==> src/lii_pkg.sv <==
// constants, types and shared helpers of the lcd instruction interface
package lii_pkg;
  // display data memory layout
  localparam logic [6:0] LII_ADDR_ZERO = 7'h00;
  localparam logic [6:0] LII_ADDR_ONE = 7'h01;
  localparam logic [6:0] LII_LINE2_BASE = 7'h40;
  localparam logic [6:0] LII_LINE1_LAST_2L = 7'h27;
  localparam logic [6:0] LII_LINE2_LAST = 7'h67;
  localparam logic [6:0] LII_LAST_1L = 7'h4F;
  localparam logic [6:0] LII_FILL_LAST = 7'h7F;
  localparam logic [7:0] LII_BLANK_CHAR = 8'h20;
  localparam logic [5:0] LII_CG_ONE = 6'h01;
  // serial slave address, upper six bits; the pin supplies the seventh
  localparam logic [5:0] LII_SLAVE_ADDR_HI = 6'h1D;
  localparam logic [3:0] LII_BITS_PER_BYTE = 4'h8;
  localparam logic [3:0] LII_BIT_ONE = 4'h1;
  // instruction field positions
  localparam int LII_FS_DL = 4;
  localparam int LII_FS_N = 3;
  localparam int LII_DC_D = 2;
  localparam int LII_DC_C = 1;
  localparam int LII_DC_B = 0;
  localparam int LII_EM_ID = 1;
  localparam int LII_EM_S = 0;
  localparam int LII_SH_SC = 3;
  localparam int LII_SH_RL = 2;
  // control byte field positions
  localparam int LII_CB_CO = 7;
  localparam int LII_CB_RS = 6;
  localparam int LII_CB_RW = 5;

  typedef enum logic [3:0] {
    LII_OP_NONE, LII_OP_CLEAR, LII_OP_HOME, LII_OP_ENTRY, LII_OP_DISPCTL,
    LII_OP_SHIFT, LII_OP_FUNC, LII_OP_CGADDR, LII_OP_DDADDR
  } lii_op_type;

  // the highest set bit selects the instruction
  function automatic lii_op_type lii_decode(input logic [7:0] b);
    lii_op_type op;
    op = LII_OP_NONE;
    if (b[7]) op = LII_OP_DDADDR;
    else if (b[6]) op = LII_OP_CGADDR;
    else if (b[5]) op = LII_OP_FUNC;
    else if (b[4]) op = LII_OP_SHIFT;
    else if (b[3]) op = LII_OP_DISPCTL;
    else if (b[2]) op = LII_OP_ENTRY;
    else if (b[1]) op = LII_OP_HOME;
    else if (b[0]) op = LII_OP_CLEAR;
    return op;
  endfunction : lii_decode

  // next cursor address, wrapping across the line layout in use
  function automatic logic [6:0] lii_step_addr(input logic [6:0] a, input logic up, input logic two_line);
    logic [6:0] r;
    r = up ? a + LII_ADDR_ONE : a - LII_ADDR_ONE;
    if (two_line) begin
      if (up && a == LII_LINE1_LAST_2L) r = LII_LINE2_BASE;
      else if (up && a == LII_LINE2_LAST) r = LII_ADDR_ZERO;
      else if (!up && a == LII_LINE2_BASE) r = LII_LINE1_LAST_2L;
      else if (!up && a == LII_ADDR_ZERO) r = LII_LINE2_LAST;
    end else begin
      if (up && a == LII_LAST_1L) r = LII_ADDR_ZERO;
      else if (!up && a == LII_ADDR_ZERO) r = LII_LAST_1L;
    end
    return r;
  endfunction : lii_step_addr

  // pin filter: a change counts once the second and third stages agree
  function automatic logic lii_settle(input logic [2:0] s, input logic lvl);
    return (s[1] == s[2]) ? s[2] : lvl;
  endfunction : lii_settle
endpackage : lii_pkg

==> src/lii_cmd_if.sv <==
// one received byte with its instruction/data select, from a port to the interpreter
`timescale 1ns/1ps
`default_nettype none
interface lii_cmd_if;
  logic valid;
  logic rs;
  logic [7:0] data;
  modport src (output valid, output rs, output data);
  modport dst (input valid, input rs, input data);
endinterface : lii_cmd_if
`default_nettype wire

==> src/lii_par_port.sv <==
// parallel write port: latches the byte on the falling edge of the enable strobe
`timescale 1ns/1ps
`default_nettype none
module lii_par_port import lii_pkg::*; (
  // clock and reset
  input wire logic core_clk,
  input wire logic rst_n,
  // pins
  input wire logic par_enable,
  input wire logic instr_data_select,
  input wire logic par_read_write,
  input wire logic [7:0] parallel_data_bits,
  // to interpreter
  lii_cmd_if.src cmd
);
  typedef struct packed {
    logic [2:0] e_s;
    logic [2:0] rs_s;
    logic [2:0] rw_s;
    logic [2:0][7:0] d_s;
    logic e_lvl;
    logic valid;
    logic rs;
    logic [7:0] data;
  } lii_par_state_type;

  lii_par_state_type q, next_q;

  always_comb begin
    logic e_new;
    e_new = 1'b0;
    next_q = q;
    next_q.e_s = {q.e_s[1:0], par_enable};
    next_q.rs_s = {q.rs_s[1:0], instr_data_select};
    next_q.rw_s = {q.rw_s[1:0], par_read_write};
    next_q.d_s = {q.d_s[1:0], parallel_data_bits};
    e_new = lii_settle(q.e_s, q.e_lvl);
    next_q.e_lvl = e_new;
    next_q.valid = 1'b0;
    // reads are not served, only writes produce a byte
    if (q.e_lvl && !e_new && !q.rw_s[2]) begin
      next_q.valid = 1'b1;
      next_q.rs = q.rs_s[2];
      next_q.data = q.d_s[2];
    end
  end

  always_ff @(posedge core_clk or negedge rst_n) begin
    if (!rst_n) q <= '0;
    else q <= next_q;
  end

  assign cmd.valid = q.valid;
  assign cmd.rs = q.rs;
  assign cmd.data = q.data;

  property p_par_write_only;
    @(posedge core_clk) disable iff (!rst_n)
    q.valid |-> $past(!q.rw_s[2]) && (q.rs == $past(q.rs_s[2]));
  endproperty
  a_par_write_only: assert property (p_par_write_only) else $error("parallel byte taken without write strobe");
endmodule : lii_par_port
`default_nettype wire

==> src/lii_i2c_slave.sv <==
// serial write-only slave: address, control byte, data bytes, acknowledge
`timescale 1ns/1ps
`default_nettype none
module lii_i2c_slave import lii_pkg::*; (
  // clock and reset
  input wire logic core_clk,
  input wire logic rst_n,
  // pins
  input wire logic scl_in,
  input wire logic sda_in,
  input wire logic slave_addr_select_pin,
  output logic sda_out,
  output logic sda_oe,
  // to interpreter
  lii_cmd_if.src cmd
);
  typedef enum logic [1:0] {LII_I2C_IDLE, LII_I2C_BITS, LII_I2C_ACK, LII_I2C_SKIP} lii_i2c_phase_type;
  typedef enum logic [1:0] {LII_KIND_ADDR, LII_KIND_CTRL, LII_KIND_DATA} lii_kind_type;
  typedef struct packed {
    logic [2:0] scl_s;
    logic [2:0] sda_s;
    logic [2:0] sa_s;
    logic scl;
    logic sda;
    lii_i2c_phase_type phase;
    lii_kind_type kind;
    logic [3:0] bitcnt;
    logic [7:0] shreg;
    logic control_continuation_bit;
    logic ctrl_rs;
    logic ctrl_rw;
    logic oe;
    logic valid;
    logic rs;
    logic [7:0] data;
  } lii_i2c_state_type;

  lii_i2c_state_type q, next_q;

  always_comb begin
    logic scl_n, sda_n, rise, fall;
    scl_n = lii_settle(q.scl_s, q.scl);
    sda_n = lii_settle(q.sda_s, q.sda);
    rise = !q.scl && scl_n;
    fall = q.scl && !scl_n;
    next_q = q;
    next_q.scl_s = {q.scl_s[1:0], scl_in};
    next_q.sda_s = {q.sda_s[1:0], sda_in};
    next_q.sa_s = {q.sa_s[1:0], slave_addr_select_pin};
    next_q.scl = scl_n;
    next_q.sda = sda_n;
    next_q.valid = 1'b0;
    if (q.scl && scl_n && q.sda && !sda_n) begin
      next_q.phase = LII_I2C_BITS;
      next_q.kind = LII_KIND_ADDR;
      next_q.bitcnt = '0;
      next_q.oe = 1'b0;
    end else if (q.scl && scl_n && !q.sda && sda_n) begin
      next_q.phase = LII_I2C_IDLE;
      next_q.oe = 1'b0;
    end else begin
      case (q.phase)
        LII_I2C_BITS: begin
          if (rise) begin
            next_q.shreg = {q.shreg[6:0], sda_n};
            next_q.bitcnt = q.bitcnt + LII_BIT_ONE;
          end else if (fall && q.bitcnt == LII_BITS_PER_BYTE) begin
            // only a write to our own address is acknowledged
            if (q.kind != LII_KIND_ADDR || q.shreg == {LII_SLAVE_ADDR_HI, q.sa_s[2], 1'b0}) begin
              next_q.phase = LII_I2C_ACK;
              next_q.oe = 1'b1;
            end else begin
              next_q.phase = LII_I2C_SKIP;
            end
          end
        end
        LII_I2C_ACK: begin
          if (rise) begin
            // execution starts on the clock pulse of the acknowledge
            if (q.kind == LII_KIND_CTRL) begin
              next_q.control_continuation_bit = q.shreg[LII_CB_CO];
              next_q.ctrl_rs = q.shreg[LII_CB_RS];
              next_q.ctrl_rw = q.shreg[LII_CB_RW];
            end else if (q.kind == LII_KIND_DATA && !q.ctrl_rw) begin
              next_q.valid = 1'b1;
              next_q.rs = q.ctrl_rs;
              next_q.data = q.shreg;
            end
          end else if (fall) begin
            next_q.oe = 1'b0;
            next_q.bitcnt = '0;
            next_q.phase = LII_I2C_BITS;
            if (q.kind == LII_KIND_ADDR) next_q.kind = LII_KIND_CTRL;
            else if (q.kind == LII_KIND_CTRL) next_q.kind = LII_KIND_DATA;
            else next_q.kind = q.control_continuation_bit ? LII_KIND_CTRL : LII_KIND_DATA;
          end
        end
        default: ;
      endcase
    end
  end

  // lines idle high; filters cleared to low would show a false rise on release
  always_ff @(posedge core_clk or negedge rst_n) begin
    if (!rst_n) begin
      q <= '0;
      q.scl_s <= 3'h7;
      q.sda_s <= 3'h7;
      q.scl <= 1'b1;
      q.sda <= 1'b1;
    end else begin
      q <= next_q;
    end
  end

  // the line is only ever pulled low
  assign sda_out = 1'b0;
  assign sda_oe = q.oe;
  assign cmd.valid = q.valid;
  assign cmd.rs = q.rs;
  assign cmd.data = q.data;

  property p_exec_on_ack;
    @(posedge core_clk) disable iff (!rst_n)
    q.valid |-> $past(q.phase) == LII_I2C_ACK && q.scl && !$past(q.scl);
  endproperty
  a_exec_on_ack: assert property (p_exec_on_ack) else $error("serial byte executed outside its acknowledge pulse");

  property p_ack_drive;
    @(posedge core_clk) disable iff (!rst_n)
    $rose(q.oe) |-> q.phase == LII_I2C_ACK && q.bitcnt == LII_BITS_PER_BYTE && !q.scl;
  endproperty
  a_ack_drive: assert property (p_ack_drive) else $error("data line pulled outside acknowledge");
endmodule : lii_i2c_slave
`default_nettype wire

==> src/lcd_instruction_interface.sv <==
// instruction interpreter of a character display controller, parallel and serial host ports
`timescale 1ns/1ps
`default_nettype none
module lcd_instruction_interface import lii_pkg::*; (
  // clock and reset
  input wire logic core_clk,
  input wire logic reset_n,
  // parallel host port
  input wire logic par_enable,
  input wire logic instr_data_select,
  input wire logic par_read_write,
  input wire logic [7:0] parallel_data_bits,
  // serial host port
  input wire logic scl_in,
  input wire logic sda_in,
  input wire logic slave_addr_select_pin,
  output logic sda_out,
  output logic sda_oe,
  // configuration and status
  output logic busy,
  output logic display_on,
  output logic cursor_on,
  output logic blink_on,
  output logic two_line,
  output logic data_8bit,
  output logic addr_increment,
  output logic shift_on_write,
  output logic [6:0] cursor_addr,
  output logic [5:0] cg_addr,
  output logic [6:0] display_shift,
  // memory write port
  output logic ram_we,
  output logic ram_cg_sel,
  output logic [6:0] ram_addr,
  output logic [7:0] ram_wdata
);
  typedef enum logic [1:0] {LII_PH_FILL, LII_PH_RUN} lii_phase_type;
  typedef struct packed {
    lii_phase_type phase;
    logic [6:0] fill_addr;
    logic [6:0] dd_addr;
    logic [5:0] cg_addr;
    logic sel_cg;
    logic disp_on;
    logic cur_on;
    logic blink;
    logic lines2;
    logic dl8;
    logic inc;
    logic shift;
    logic [6:0] dshift;
    logic we;
    logic we_cg;
    logic [6:0] waddr;
    logic [7:0] wdata;
    logic busy;
  } lii_top_state_type;

  logic [1:0] rst_sync;
  logic rst_n;
  lii_top_state_type q, next_q;
  logic cmd_valid;
  logic cmd_rs;
  logic [7:0] cmd_data;
  lii_op_type op;

  // reset is released through two flops
  always_ff @(posedge core_clk or negedge reset_n) begin
    if (!reset_n) rst_sync <= '0;
    else rst_sync <= {rst_sync[0], 1'b1};
  end
  assign rst_n = rst_sync[1];

  lii_cmd_if par_cmd ();
  lii_cmd_if ser_cmd ();

  lii_par_port u_par (
    .core_clk(core_clk),
    .rst_n(rst_n),
    .par_enable(par_enable),
    .instr_data_select(instr_data_select),
    .par_read_write(par_read_write),
    .parallel_data_bits(parallel_data_bits),
    .cmd(par_cmd.src)
  );

  lii_i2c_slave u_ser (
    .core_clk(core_clk),
    .rst_n(rst_n),
    .scl_in(scl_in),
    .sda_in(sda_in),
    .slave_addr_select_pin(slave_addr_select_pin),
    .sda_out(sda_out),
    .sda_oe(sda_oe),
    .cmd(ser_cmd.src)
  );

  // one host port is in use at a time; on a clash the parallel byte wins
  always_comb begin
    cmd_valid = par_cmd.valid | ser_cmd.valid;
    cmd_rs = par_cmd.valid ? par_cmd.rs : ser_cmd.rs;
    cmd_data = par_cmd.valid ? par_cmd.data : ser_cmd.data;
  end
  assign op = lii_decode(cmd_data);

  always_comb begin
    next_q = q;
    next_q.we = 1'b0;
    case (q.phase)
      LII_PH_FILL: begin
        // blank every display data location, not the character generator memory; bytes arriving now are dropped, busy shows it
        next_q.we = 1'b1;
        next_q.we_cg = 1'b0;
        next_q.waddr = q.fill_addr;
        next_q.wdata = LII_BLANK_CHAR;
        next_q.fill_addr = q.fill_addr + LII_ADDR_ONE;
        if (q.fill_addr == LII_FILL_LAST) next_q.phase = LII_PH_RUN;
      end
      LII_PH_RUN: begin
        if (cmd_valid && cmd_rs) begin
          next_q.we = 1'b1;
          next_q.we_cg = q.sel_cg;
          next_q.wdata = cmd_data;
          if (q.sel_cg) begin
            next_q.waddr = {1'b0, q.cg_addr};
            next_q.cg_addr = q.inc ? q.cg_addr + LII_CG_ONE : q.cg_addr - LII_CG_ONE;
          end else begin
            next_q.waddr = q.dd_addr;
            next_q.dd_addr = lii_step_addr(q.dd_addr, q.inc, q.lines2);
            if (q.shift) begin
              // one shift count for the whole display, so both lines move together
              next_q.dshift = q.inc ? q.dshift + LII_ADDR_ONE : q.dshift - LII_ADDR_ONE;
            end
          end
        end else if (cmd_valid) begin
          case (op)
            LII_OP_CLEAR: begin
              next_q.phase = LII_PH_FILL;
              next_q.fill_addr = LII_ADDR_ZERO;
              next_q.dd_addr = LII_ADDR_ZERO;
              next_q.dshift = LII_ADDR_ZERO;
              next_q.sel_cg = 1'b0;
              next_q.inc = 1'b1;
            end
            LII_OP_HOME: begin
              next_q.dd_addr = LII_ADDR_ZERO;
              next_q.dshift = LII_ADDR_ZERO;
              next_q.sel_cg = 1'b0;
            end
            LII_OP_ENTRY: begin
              next_q.inc = cmd_data[LII_EM_ID];
              next_q.shift = cmd_data[LII_EM_S];
            end
            LII_OP_DISPCTL: begin
              next_q.disp_on = cmd_data[LII_DC_D];
              next_q.cur_on = cmd_data[LII_DC_C];
              next_q.blink = cmd_data[LII_DC_B];
            end
            LII_OP_SHIFT: begin
              if (cmd_data[LII_SH_SC]) begin
                next_q.dshift = cmd_data[LII_SH_RL] ? q.dshift - LII_ADDR_ONE : q.dshift + LII_ADDR_ONE;
              end else begin
                next_q.dd_addr = lii_step_addr(q.dd_addr, cmd_data[LII_SH_RL], q.lines2);
              end
            end
            LII_OP_FUNC: begin
              next_q.dl8 = cmd_data[LII_FS_DL];
              next_q.lines2 = cmd_data[LII_FS_N];
            end
            LII_OP_CGADDR: begin
              next_q.cg_addr = cmd_data[5:0];
              next_q.sel_cg = 1'b1;
            end
            LII_OP_DDADDR: begin
              next_q.dd_addr = cmd_data[6:0];
              next_q.sel_cg = 1'b0;
            end
            default: ;
          endcase
        end
      end
      default: next_q.phase = LII_PH_RUN;
    endcase
    // busy has its own flop so the port is registered, not decoded from the phase
    next_q.busy = (next_q.phase == LII_PH_FILL);
  end

  // reset: fill phase, display off, display memory selected, 8-bit, increment
  always_ff @(posedge core_clk or negedge rst_n) begin
    if (!rst_n) begin
      q <= '0;
      q.phase <= LII_PH_FILL;
      q.busy <= 1'b1;
      q.dl8 <= 1'b1;
      q.inc <= 1'b1;
    end else begin
      q <= next_q;
    end
  end

  assign busy = q.busy;
  assign display_on = q.disp_on;
  assign cursor_on = q.cur_on;
  assign blink_on = q.blink;
  assign two_line = q.lines2;
  assign data_8bit = q.dl8;
  assign addr_increment = q.inc;
  assign shift_on_write = q.shift;
  assign cursor_addr = q.dd_addr;
  assign cg_addr = q.cg_addr;
  assign display_shift = q.dshift;
  assign ram_we = q.we;
  assign ram_cg_sel = q.we_cg;
  assign ram_addr = q.waddr;
  assign ram_wdata = q.wdata;

  property p_reset_blank;
    @(posedge core_clk)
    $rose(rst_n) |-> busy && !display_on && !ram_cg_sel && cursor_addr == LII_ADDR_ZERO;
  endproperty
  a_reset_blank: assert property (p_reset_blank) else $error("reset state not blank");

  property p_fill_blank;
    @(posedge core_clk) disable iff (!rst_n)
    busy |=> ram_we && ram_wdata == LII_BLANK_CHAR && !ram_cg_sel;
  endproperty
  a_fill_blank: assert property (p_fill_blank) else $error("fill does not write blank code");

  property p_func_set;
    @(posedge core_clk) disable iff (!rst_n)
    (!busy && cmd_valid && !cmd_rs && op == LII_OP_FUNC) |=>
      two_line == $past(cmd_data[LII_FS_N]) && data_8bit == $past(cmd_data[LII_FS_DL]);
  endproperty
  a_func_set: assert property (p_func_set) else $error("function set not applied");

  property p_single_line;
    @(posedge core_clk) disable iff (!rst_n)
    (!busy && cmd_valid && !cmd_rs && {cmd_data[7:5], cmd_data[3:0]} == 7'h10) |=> !two_line;
  endproperty
  a_single_line: assert property (p_single_line) else $error("single line not selected");

  property p_disp_ctl;
    @(posedge core_clk) disable iff (!rst_n)
    (!busy && cmd_valid && !cmd_rs && cmd_data == 8'h0E) |=> display_on && cursor_on && !blink_on;
  endproperty
  a_disp_ctl: assert property (p_disp_ctl) else $error("display control not applied");

  property p_entry_mode;
    @(posedge core_clk) disable iff (!rst_n)
    (!busy && cmd_valid && !cmd_rs && cmd_data == 8'h06) |=> addr_increment && !shift_on_write;
  endproperty
  a_entry_mode: assert property (p_entry_mode) else $error("entry mode not applied");

  property p_data_write;
    @(posedge core_clk) disable iff (!rst_n)
    (!busy && cmd_valid && cmd_rs && !q.sel_cg) |=>
      ram_we && ram_addr == $past(cursor_addr) && ram_wdata == $past(cmd_data)
      && cursor_addr == lii_step_addr($past(cursor_addr), $past(addr_increment), two_line);
  endproperty
  a_data_write: assert property (p_data_write) else $error("data write misplaced or cursor not moved");

  property p_set_addr;
    @(posedge core_clk) disable iff (!rst_n)
    (!busy && cmd_valid && !cmd_rs && cmd_data[7]) |=> cursor_addr == $past(cmd_data[6:0]) && !ram_we;
  endproperty
  a_set_addr: assert property (p_set_addr) else $error("address not loaded");

  property p_shift_write;
    @(posedge core_clk) disable iff (!rst_n)
    (!busy && cmd_valid && cmd_rs && !q.sel_cg && shift_on_write && addr_increment) |=>
      display_shift == $past(display_shift) + LII_ADDR_ONE;
  endproperty
  a_shift_write: assert property (p_shift_write) else $error("display not shifted left on write");

  property p_home;
    @(posedge core_clk) disable iff (!rst_n)
    (!busy && cmd_valid && !cmd_rs && op == LII_OP_HOME) |=>
      cursor_addr == LII_ADDR_ZERO && display_shift == LII_ADDR_ZERO ##1 !ram_we;
  endproperty
  a_home: assert property (p_home) else $error("return home incomplete");

  property p_entry_shift;
    @(posedge core_clk) disable iff (!rst_n)
    (!busy && cmd_valid && !cmd_rs && cmd_data == 8'h07) |=> addr_increment && shift_on_write;
  endproperty
  a_entry_shift: assert property (p_entry_shift) else $error("entry mode with shift not applied");

  property p_instr_no_store;
    @(posedge core_clk) disable iff (!rst_n)
    (!busy && cmd_valid && !cmd_rs) |=> !ram_we;
  endproperty
  a_instr_no_store: assert property (p_instr_no_store) else $error("instruction byte stored as data");
endmodule : lcd_instruction_interface
`default_nettype wire

==> config.mk <==
export PLATFORM = sky130hd
export DESIGN_NAME = lcd_instruction_interface
export DESIGN_NICKNAME = d
export VERILOG_FILES = /design/src/lii_pkg.sv /design/src/lii_cmd_if.sv /design/src/lii_par_port.sv /design/src/lii_i2c_slave.sv /design/src/lcd_instruction_interface.sv
export SDC_FILE = /design/constraint.sdc
export NUM_CORES = 1
export LEC_CHECK = 0
export ABC_AREA = 1
export CELL_PAD_IN_SITES_DETAIL_PLACEMENT = 1
export CELL_PAD_IN_SITES_GLOBAL_PLACEMENT = 1
export CORE_MARGIN = 1
export CORE_UTILIZATION = 52
export DETAILED_ROUTE_END_ITERATION = 6
export DONT_BUFFER_PORTS = 1
export GPL_TIMING_DRIVEN = 1
export PLACE_DENSITY_LB_ADDON = 0.1
export SLEW_MARGIN = 20
export SYNTH_ARGS = -nofsm -noshare
export SYNTH_HDL_FRONTEND = slang
export SYNTH_SLANG_ARGS = --single-unit
==> constraint.sdc <==
create_clock -name core_clk -period 6.8 [get_ports core_clk]
set_clock_uncertainty 0.2 [all_clocks]
set_input_delay 0.68 -clock core_clk [delete_from_list [all_inputs] [get_ports core_clk]]
set_output_delay 0.68 -clock core_clk [all_outputs]
set_load 0.05 [all_outputs]
==> metrics.md, run 1 <==
| Metric | Value |
|---|---|
| Clock Latency Late Sink | `0.43 ns` |
| Initial DRC count | `roughly 340` |
| Hold Vio Cnt, Final | `0` |
| DR WL/cell | `between 20 and 25 um` |
| CTS tree | `built` |
| Setup crit start | `addr_increment` |
| Status | `complete, no violations` |
| Final-stage net count | `around 850` |
| Combinational Power Share | `between 20% and 30%` |
| Max_slew headroom | `around 41%` |
| Switching share of power | `between 30% and 40%` |
| Drt total wl | `around 21000 um` |
| Peak Freq | `about 0.28 GHz` |
| Vias | `about 5900` |
| Number of port buffers | `0` |
| Worst-path clk slew | `about 0.070 ns` |
| Vias per cell | `approximately 5.8` |
| Leakage power | `0.00379 uW` |
| Post-CTS Hold Fix Bufs | `1` |
| Hold Crit Start | `sda_in` |
| Number of global-route vias before repair | `~6300` |
| Synth unique cells | `between 50 and 60` |
| Pin count of the biggest net entering global routing | `90` |
| Max IR drop VDD | `0.296 mV` |
| Slew Limit Fails | `0` |
| Top cells by area, synth | `dfrtp_1 (45%), nand2_1 (11%), nand3_1 (4.7%)` |
| Startpoint class of the critical path | `register` |
| Die Footprint | `roughly 15000 um^2` |
| Hold Crit Class | `input pin to register` |
| Top_reg_cell synth | `dfrtp_1` |
| Clock Path Buffers | `2` |
| Setup TNS | `0 ns` |
| Post-synth EDFFs | `0` |
| Sequential share of the synthesized area | `48.5%` |
| Fin util | `roughly 57%` |
| Switching pwr | `between 1000 and 1500 uW` |
| WHS Path Cells | `0` |
| Fillers | `1588` |
| Worst r2r dst | `cg_addr[5]` |
| Synth Register Bits | `about 140` |
| Pre-Repair DR Iteration Count | `4` |
| RSZ-0062 raised after global routing | `no` |
| R2R setup slack | `approximately 3.3 ns` |
| Gr usage total | `between 30% and 40%` |
| Power per cell area | `between 300 and 400 nW/um^2` |
| Initial core utilization | `roughly 53%` |
| IO Count | `63` |
| CTS Sinks | `142` |
| Crit Path Class | `register to register` |
| H-tree levels | `4` |
| Grt total ovfl | `0` |
| Max cap viols | `0` |
| Die Wd | `121 um` |
| Drc violations | `0` |
| WP data required | `between 6 and 7 ns` |
| Synth async-reset ratio | `100%` |
| Slew @ Worst Pin | `0.878 ns` |
| TritonCTS Buffers | `17` |
| Cell-internal power | `1770 uW` |
| Clock share of power | `between 30% and 40%` |
| Count leader, synth | `nand2_1` |
| R2r startpoint | `addr_increment` |
| Syn Inst Count | `~860` |
| Share of post-route cells with drive strength above 1 | `between 10% and 20%` |
| Final Non-Filler Cells | `approximately 1000` |
| Placer Congestion | `~0.86` |
| Top cells by count, synth | `nand2_1 (215), dfrtp_1 (131), inv_1 (73)` |
| Post-Synthesis Cell Area | `around 7400 um^2` |
| Final Setup Violations | `0` |
| # rows | `between 40 and 50` |
| Final period util | `about half` |
| Syn. warnings | `0` |
| Initial antenna violation count | `0` |
| CTS Root Cell | `clkbuf_16` |
| Core ar. | `~14000 um^2` |
| Pre-CTS WS | `3.37 ns` |
| Final min period | `between 3 and 4 ns` |
| Yosys top cell area share | `44.6%` |
| First-pass GRT wire length | `roughly 35000 um` |
| Seq pwr share | `about two fifths` |
| FF-to-FF path depth | `10` |
| Hold Path End | `u_ser.next_q[36]` |
| Worst Setup Slack, final | `3.28 ns` |
| Yosys top cell by area | `dfrtp_1` |
| Die Y | `121 um` |
| Hpwl dp | `14000 um` |
| Worst Path Arrival | `~3.7 ns` |
| Layout area overhead | `6.92%` |
| Crit path capture type | `register` |
| Post_cts resized | `0` |
| Post-CTS Setup Repair Bufs | `0` |
| # diodes | `0` |
| CP Max Fanout | `21` |
| Placed cell count | `roughly 1000` |
| Avg Synthesized Cell Area | `~8.6 um^2` |
| Antenna-violating nets left | `0` |
-- metal layers --
metal  up-vias  part of all wire (%)  wire length (um)  global-route usage, %
met2       148                    53             11300                   55.6
met3        43                   4.6               997                   6.91
met5         -                     0                 0                      0
met4         0                   2.8               597                   11.9
li1       2709                     -                 -                      -
met1      2954                    40              8540                   37.6
-- layout by cell type, fill, tap and decap left out, types with 3 or more instances in the layout --
cell,Yosys,routed
nand4_1,12,12
o22ai_1,13,13
nand2_2,14,14
clkbuf_16,0,17
a21oi_1,23,23
conb_1,2,3
o221ai_1,3,3
bufinv_16,0,3
inv_1,73,73
nand2_1,215,215
a22oi_1,3,3
xnor2_1,7,7
mux2_2,7,7
nor2_1,49,49
dfrtp_1,131,130
o21bai_1,6,6
nor2_2,4,4
nand3_1,69,69
nor2_4,3,3
nand2_4,8,8
dfstp_2,11,11
inv_8,0,3
inv_2,9,9
ha_1,13,13
nor3_1,10,10
o21ai_0,59,59
xor2_1,15,15
o21ai_1,7,7
inv_6,0,5
-- power groups by stage --
stage | Clock, uW | Sequential, uW | Combinational, uW
final | 1010 | 1220 | 704
after global routing | 1050 | 1230 | 781
after CTS | 1030 | 1220 | 700
after detailed placement | 0 | 1230 | 672
after global placement | 0 | 1210 | 640
after floorplan | 0 | 1090 | 652
-- worst max path at each step --
stage / depth (start not counted) / slack (ns) / endpoint
floorplan: 0 / 2.37 / blink_on
CTS: 11 / 3.35 / cg_addr[4]
global placement: 10 / 3.48 / cg_addr[5]
finish: 10 / 3.28 / cg_addr[5]
detailed placement: 10 / 3.37 / cg_addr[5]
global route: 11 / 3.11 / cg_addr[4]
-- worst max-delay path, stage by stage (launching register included) --
cell,delay (ns)
dfstp_2,0.92
clkinv_1,0.76
ha_1,0.59
a21oi_1,0.18
nand2_1,0.12
a21oi_1,0.15
nor2_1,0.05
nor2_1,0.11
xor2_1,0.15
nand2_1,0.06
a21oi_1,0.15
-- cells by family (layout without fill, tap and decap cells) --
logic type	count (synthesis)	after routing	synth area share (%)
buffers and inverters	141	120	9.49
AOI/OAI and AO/OA	131	131	10.5
and+or+nand+nor	396	396	24.9
muxes	8	8	1.22
other	2	3	0.102
xor gates and xnor gates	22	22	2.62
DFF	142	142	48.5
adders and majority gates	15	15	2.62
-- flip-flops by register name, summed over array words and instances (netlist names), 2 cells and up --
register	count
cg_addr	6
cursor_addr	7
display_shift	7
q	10
ram_addr	7
ram_wdata	8
rst_sync	2
u_par.cmd.data	8
u_par.next_q	22
u_par.q	12
u_ser.cmd.data	8
u_ser.next_q	6
u_ser.q	24
-- cell type report --
type / instances / area, um^2 / area share (%)
multi-input combinational: 575 / 3090 / 39.3
clock buffer: 17 / 425 / 5.41
clock inverter: 15 / 200 / 2.55
timing repair buffer: 3 / 28.8 / 0.366
sequential: 142 / 3570 / 45.4
inverter: 85 / 320 / 4.07
tap: 180 / 225 / 2.86
-- through the flow --
step	hold WS, ns	instance area (um^2)	power [uW]
2_1_floorplan	0.131	7360	1740
3_3_place_gp	0.131	7230	1850
3_5_place_dp	0.136	7230	1900
4_1_cts	0.0275	7860	2940
5_1_grt	0.0256	7870	3060
6_report	0.0406	7870	2930
(Power assumes the default switching activity.)
==> run 2, diff against run 1 <==
CORE_UTILIZATION = 44   (was 52)
clock period = 3.2 ns   (was 6.8 ns; I/O delays follow)
==> run 2 against run 1 <==
Effect of this change:
- wire length down 10%
- sequential power up 100%
- first-iteration DRC count decreased by 33%
- clock-buffer cell count is the same
- via count decreased by 1.5%
==> metrics.md, run 2 (synthesized netlist as in run 1, its figures left out) <==
| Metric | Value |
|---|---|
| CTS Sinks | `142 (unchanged)` |
| Max IR drop VDD | `0.520 mV (was 0.296 mV)` |
| Fillers | `1913 (was 1588)` |
| Crit path capture type | `register (unchanged)` |
| Crit Path Class | `register to register (unchanged)` |
| Initial core utilization | `45.6% (was 53.2%)` |
| Worst-path clk slew | `0.07 ns (about the same)` |
| Hpwl dp | `14000 um (about the same)` |
| Power per cell area | `746 nW/um^2 (was 373 nW/um^2)` |
| CTS tree | `built (unchanged)` |
| CP Max Fanout | `15 (was 21)` |
| Worst hold slack | `0.118 ns (was 0.0406 ns)` |
| Slew Limit Fails | `0 (unchanged)` |
| Peak Freq | `0.359 GHz (was 0.284 GHz)` |
| Combinational Power Share | `25.8% (was 24.0%)` |
| Pre-Repair DR Iteration Count | `4 (unchanged)` |
| Startpoint class of the critical path | `register (unchanged)` |
| Initial DRC count | `223 (was 335)` |
| Seq pwr share | `40.8% (was 41.5%)` |
| IO Count | `63 (unchanged)` |
| CTS Root Cell | `clkbuf_16 (unchanged)` |
| DR WL/cell | `17.7 um (was 21.1 um)` |
| Vias | `5768 (was 5854)` |
| Antenna-violating nets left | `0 (unchanged)` |
| Clock share of power | `33.4% (was 34.5%)` |
| Switching share of power | `38.9% (was 39.7%)` |
| Clock Latency Late Sink | `0.43 ns (about the same)` |
| Cell-internal power | `3710 uW (was 1770 uW)` |
| Die Y | `131 um (was 121 um)` |
| H-tree levels | `4 (unchanged)` |
| Hold Vio Cnt, Final | `0 (unchanged)` |
| Biggest register | `u_ser.q (unchanged)` |
| Number of port buffers | `0 (unchanged)` |
| Grt total ovfl | `0 (unchanged)` |
| # diodes | `0 (unchanged)` |
| Final Setup Violations | `0 (unchanged)` |
| First-pass GRT wire length | `32000 um (was 34700 um)` |
| Number of global-route vias before repair | `6149 (was 6336)` |
| Clock Path Buffers | `2 (unchanged)` |
| Status | `complete, no violations (unchanged)` |
| Layout area overhead | `10.8% (was 6.92%)` |
| Commonest non-fill, non-tap cell in the layout | `nand2_1 (unchanged)` |
| Hold Crit Class | `register to asynchronous set/reset pin (was input pin to register)` |
| Die Footprint | `17200 um^2 (was 14600 um^2)` |
| Most frequent cells in the layout | `nand2_1 (215), dfrtp_1 (130), inv_1 (73), nand3_1 (69), o21ai_0 (59) (unchanged)` |
| Vias per cell | `5.33 (was 5.76)` |
| # rows | `46 (was 43)` |
| Pin count of the biggest net entering global routing | `80 (was 90)` |
| Max reg flops | `24 (unchanged)` |
| Post_cts resized | `0 (unchanged)` |
| Switching pwr | `2360 uW (was 1160 uW)` |
| Dpl cell area | `7390 um^2 (was 7230 um^2)` |
| Final period util | `87.0% (was 51.8%)` |
| Final min period | `2.79 ns (was 3.52 ns)` |
| Final-stage net count | `883 (was 854)` |
| Drc violations | `0 (unchanged)` |
| Die Wd | `131 um (was 121 um)` |
| Final Instance Area | `8150 um^2 (was 7870 um^2)` |
| Placer Congestion | `0.868 (was 0.864)` |
| Setup TNS | `0 ns (unchanged)` |
| Core ar. | `16100 um^2 (was 13800 um^2)` |
| Leakage power | `0.00392 uW (was 0.00379 uW)` |
| Max_slew headroom | `45.7% (was 41.5%)` |
| Gr usage total | `23.9% (was 31.6%)` |
| R2R setup slack | `0.41 ns (was 3.28 ns)` |
| WP data required | `3.30 ns (was 6.96 ns)` |
| Max cap viols | `0 (unchanged)` |
| Drt total wl | `19200 um (was 21400 um)` |
| Slew @ Worst Pin | `0.811 ns (was 0.878 ns)` |
| Worst Path Arrival | `2.89 ns (was 3.68 ns)` |
| RSZ-0062 raised after global routing | `no (unchanged)` |
| TritonCTS Buffers | `17 (unchanged)` |
| Share of post-route cells with drive strength above 1 | `13.9% (was 12.7%)` |
| Initial antenna violation count | `0 (unchanged)` |
## run 2: cell types whose count changed in the layout (fill, tap and decap cells not counted)
cell           before  now
clkinv_4            2    5
inv_8               3    2
clkinvlp_4          2    1
buf_6               1    0
bufinv_16           3    2
dlygate4sd3_1       1   16
buf_12              0    1
buf_4               1   15
## run 2: area by class of cell
cell class	count	area [um^2]	area share, %
clock buffers	17	425	5.22
clock inverters	15	178	2.18
inverters	85	320	3.93
multi-input cells	575	3090	38.0
flip-flops and latches	142	3570	43.8
well taps	216	270	3.32
repair buffers	32	293	3.59
## run 2: power by group through the flow
| stage | registers, uW | logic, uW | clock network [uW] |
|---|---|---|---|
| 2_1_floorplan | 2310 | 1390 | 0 |
| 3_3_place_gp | 2500 | 1500 | 0 |
| 3_5_place_dp | 2510 | 1550 | 0 |
| 4_1_cts | 2490 | 1580 | 2070 |
| 5_1_grt | 2520 | 1780 | 2150 |
| 6_report | 2480 | 1570 | 2030 |
## run 2: path summary, 6_finish.rpt
check	endpoint	startpoint	depth (start not counted)
setup / recovery	ram_addr[6]	u_par.cmd.valid	9
hold / removal	u_par.next_q[29]	rst_sync[1]	0
setup reg to reg	ram_addr[6]	u_par.cmd.valid	9
hold reg to reg	u_par.next_q[29]	rst_sync[1]	0
max in group asynchronous	busy	rst_sync[1]	1
min in group core_clk	u_par.next_q[27]	u_par.next_q[19]	0
## run 2: metrics by stage
stage	util, %	setup slack (ns)	total power (uW)	instances
2_1_floorplan	-	0.312	3700	858
3_3_place_gp	45.8	0.512	4000	1034
3_5_place_dp	45.8	0.403	4060	1034
4_1_cts	50.6	0.362	6130	1082
5_1_grt	50.6	0.190	6440	1082
6_report	50.6	0.414	6080	1082
## run 2: worst max-delay path: stages (launching register included)
cell,delay (ns)
dfrtp_1,0.59
nor2_1,0.39
nor2_2,0.10
inv_2,0.25
nor2_2,0.10
inv_1,0.34
nand2_1,0.18
inv_2,0.28
nand2_1,0.10
o311ai_0,0.11
## run 2: timing repair
item                                   4_1_cts  5_1_grt
setup buffers                                0        0
endpoints found under the hold margin       16        0
hold buffers                                16        0
## run 2: metal layers
metal,vias up,routed length [um],global-route usage (%)
li1,2765,-,-
met1,2896,8530,29.7
met2,88,9660,40.4
met3,19,752,5.83
met4,0,264,8.27
met5,-,0,0
==> run 3, diff against run 2 <==
CORE_UTILIZATION = 52   (was 44)
clock period = 3.27 ns   (was 3.2 ns; I/O delays follow)
==> run 3 against run 2 <==
Effect of this change:
- critical endpoint is now display_shift[0]
- die area fell by 15%
- final cell count fell by 3.0%
- combinational power rose by 3%
- wire length rose by 12%
- largest cell class unchanged
- first-iteration DRC count rose by 59%
- clock-buffer cell count did not move
==> metrics.md, run 3 (synthesized netlist as in run 1, its figures left out) <==
| Metric | Value |
|---|---|
| Max_slew headroom | `53.1% (was 45.7%)` |
| Final Setup Violations | `0 (unchanged)` |
| Final Non-Filler Cells | `1049 (was 1082)` |
| Die Y | `121 um (was 131 um)` |
| TritonCTS Buffers | `17 (unchanged)` |
| Pin count of the biggest net entering global routing | `58 (was 80)` |
| Crit Path Class | `register to register (unchanged)` |
| Slew @ Worst Pin | `0.697 ns (was 0.811 ns)` |
| Hpwl dp | `14600 um (was 14000 um)` |
| Placer Congestion | `0.958 (was 0.868)` |
| Core ar. | `13800 um^2 (was 16100 um^2)` |
| Max cap viols | `0 (unchanged)` |
| Biggest register | `u_ser.q (unchanged)` |
| Share of post-route cells with drive strength above 1 | `14.2% (was 13.9%)` |
| CTS tree | `built (unchanged)` |
| Die Footprint | `14600 um^2 (was 17200 um^2)` |
| Most frequent cells in the layout | `nand2_1 (215), dfrtp_1 (130), inv_1 (73), nand3_1 (69), o21ai_0 (59) (unchanged)` |
| Status | `complete, no violations (unchanged)` |
| Switching pwr | `2410 uW (was 2360 uW)` |
| Worst r2r dst | `display_shift[0] (was ram_addr[6])` |
| R2r startpoint | `u_par.cmd.valid (unchanged)` |
| DR WL/cell | `20.4 um (was 17.7 um)` |
| Final Instance Area | `8100 um^2 (was 8150 um^2)` |
| Die Wd | `121 um (was 131 um)` |
| Reg area | `3570 um^2 (unchanged)` |
| Drt total wl | `21400 um (was 19200 um)` |
| Switching share of power | `40.3% (was 38.9%)` |
| H-tree levels | `4 (unchanged)` |
| Fillers | `1613 (was 1913)` |
| Number of port buffers | `0 (unchanged)` |
| Startpoint class of the critical path | `register (unchanged)` |
| Leakage power | `0.00392 uW (about the same)` |
| Hold Vio Cnt, Final | `0 (unchanged)` |
| Antenna-violating nets left | `0 (unchanged)` |
| CTS Root Cell | `clkbuf_16 (unchanged)` |
| First-pass GRT wire length | `34700 um (was 32000 um)` |
| Drc violations | `0 (unchanged)` |
| FF-to-FF path depth | `15 (was 9)` |
| Final min period | `2.69 ns (was 2.79 ns)` |
| Area of the multi-input gates | `3090 um^2 (unchanged)` |
| WP data required | `3.37 ns (was 3.30 ns)` |
| Hold Crit Class | `register to asynchronous set/reset pin (unchanged)` |
| RSZ-0062 raised after global routing | `no (unchanged)` |
| Final-stage net count | `886 (was 883)` |
| Number of global-route vias before repair | `6561 (was 6149)` |
| Crit path capture type | `register (unchanged)` |
| Grt total ovfl | `0 (unchanged)` |
| Max reg flops | `24 (unchanged)` |
| Max IR drop VDD | `0.573 mV (was 0.520 mV)` |
| Slew Limit Fails | `0 (unchanged)` |
| Worst Path Arrival | `2.79 ns (was 2.89 ns)` |
| Initial antenna violation count | `1 (was 0)` |
| Worst-path clk slew | `0.07 ns (about the same)` |
| # rows | `43 (was 46)` |
| Fin util | `58.6% (was 50.6%)` |
| Final period util | `82.3% (was 87.0%)` |
| CTS Sinks | `142 (unchanged)` |
| Clock share of power | `32.3% (was 33.4%)` |
| Initial DRC count | `354 (was 223)` |
| Initial core utilization | `53.2% (was 45.6%)` |
| Vias per cell | `5.67 (was 5.33)` |
| Layout area overhead | `10.1% (was 10.8%)` |
| Commonest non-fill, non-tap cell in the layout | `nand2_1 (unchanged)` |
| Vias | `5945 (was 5768)` |
| Seq pwr share | `40.7% (was 40.8%)` |
| # diodes | `0 (unchanged)` |
| Worst hold slack | `0.0501 ns (was 0.118 ns)` |
| Clock Path Buffers | `2 (unchanged)` |
| Clock Latency Late Sink | `0.45 ns (was 0.43 ns)` |
| Gr usage total | `31.7% (was 23.9%)` |
| R2R setup slack | `0.58 ns (was 0.41 ns)` |
| Placed cell count | `1001 (was 1034)` |
| Peak Freq | `0.372 GHz (was 0.359 GHz)` |
| Power per cell area | `736 nW/um^2 (was 746 nW/um^2)` |
| IO Count | `63 (unchanged)` |
| Post_cts resized | `0 (unchanged)` |
| Pre-Repair DR Iteration Count | `5 (was 4)` |
| Combinational Power Share | `27.0% (was 25.8%)` |
| CP Max Fanout | `15 (unchanged)` |
| Setup TNS | `0 ns (unchanged)` |
| Cell-internal power | `3560 uW (was 3710 uW)` |
| Dpl cell area | `7370 um^2 (was 7390 um^2)` |
## run 3: repair_timing
item / CTS / global route
buffers inserted: 0 / 0
hold endpoints to repair: 16 / 0
hold buffers: 16 / 0
## run 3: stage by stage
stage                     power [uW]  worst slack [ns]
after floorplan                 3620             0.382
after CTS                       5960             0.588
after detailed placement        3990             0.704
final                           5960             0.580
after global routing            6250             0.389
after global placement          3900             0.806
## run 3: critical path, cell delays in order, from the launching register on
cell and delay [ns]:
dfrtp_1 0.74, inv_2 0.17, nand2_1 0.10, nand2_1 0.16
nand2_1 0.12, nand2_1 0.10, nand2_4 0.11, nand2_2 0.09
inv_2 0.08, nand3_1 0.10, nand2_2 0.11, nand2_4 0.08
nand2_4 0.13, nand2_4 0.08, nand2_1 0.10, nand2_1 0.08
## run 3: area by class of cell
type	count	share of cell area [%]
Tap cell	180	2.78
Sequential cell	142	44.1
Inverter	85	3.95
Timing Repair Buffer	35	3.89
Multi-Input combinational cell	575	38.2
Clock buffer	17	5.25
Clock inverter	15	1.85
## run 3: worst max-delay path by stage
| stage | startpoint | endpoint | cells after the start |
|---|---|---|---|
| final | u_par.cmd.valid | display_shift[0] | 15 |
| after floorplan | addr_increment | cg_addr[5] | 12 |
| after CTS | u_par.cmd.valid | display_shift[0] | 15 |
| after detailed placement | u_par.cmd.valid | ram_addr[6] | 9 |
| after global placement | u_par.cmd.valid | cursor_addr[6] | 15 |
| after global routing | u_par.cmd.valid | display_shift[0] | 15 |
## run 3: layer usage
| layer | global-route usage (%) | share of wire (%) | vias to the layer above |
|---|---|---|---|
| met1 | 38.8 | 41 | 2995 |
| met3 | 6.25 | 4.4 | 44 |
| met2 | 54.6 | 51 | 138 |
| met5 | 0 | 0 | - |
| li1 | - | - | 2768 |
| met4 | 13.2 | 2.7 | 0 |
## run 3: power by group through the flow
stage                     Sequential, uW  Clock (uW)  Combinational [uW]
after CTS                           2430        1930                1600
final                               2430        1920                1610
after detailed placement            2450           0                1540
after floorplan                     2260           0                1360
after global routing                2460        2010                1780
after global placement              2440           0                1470
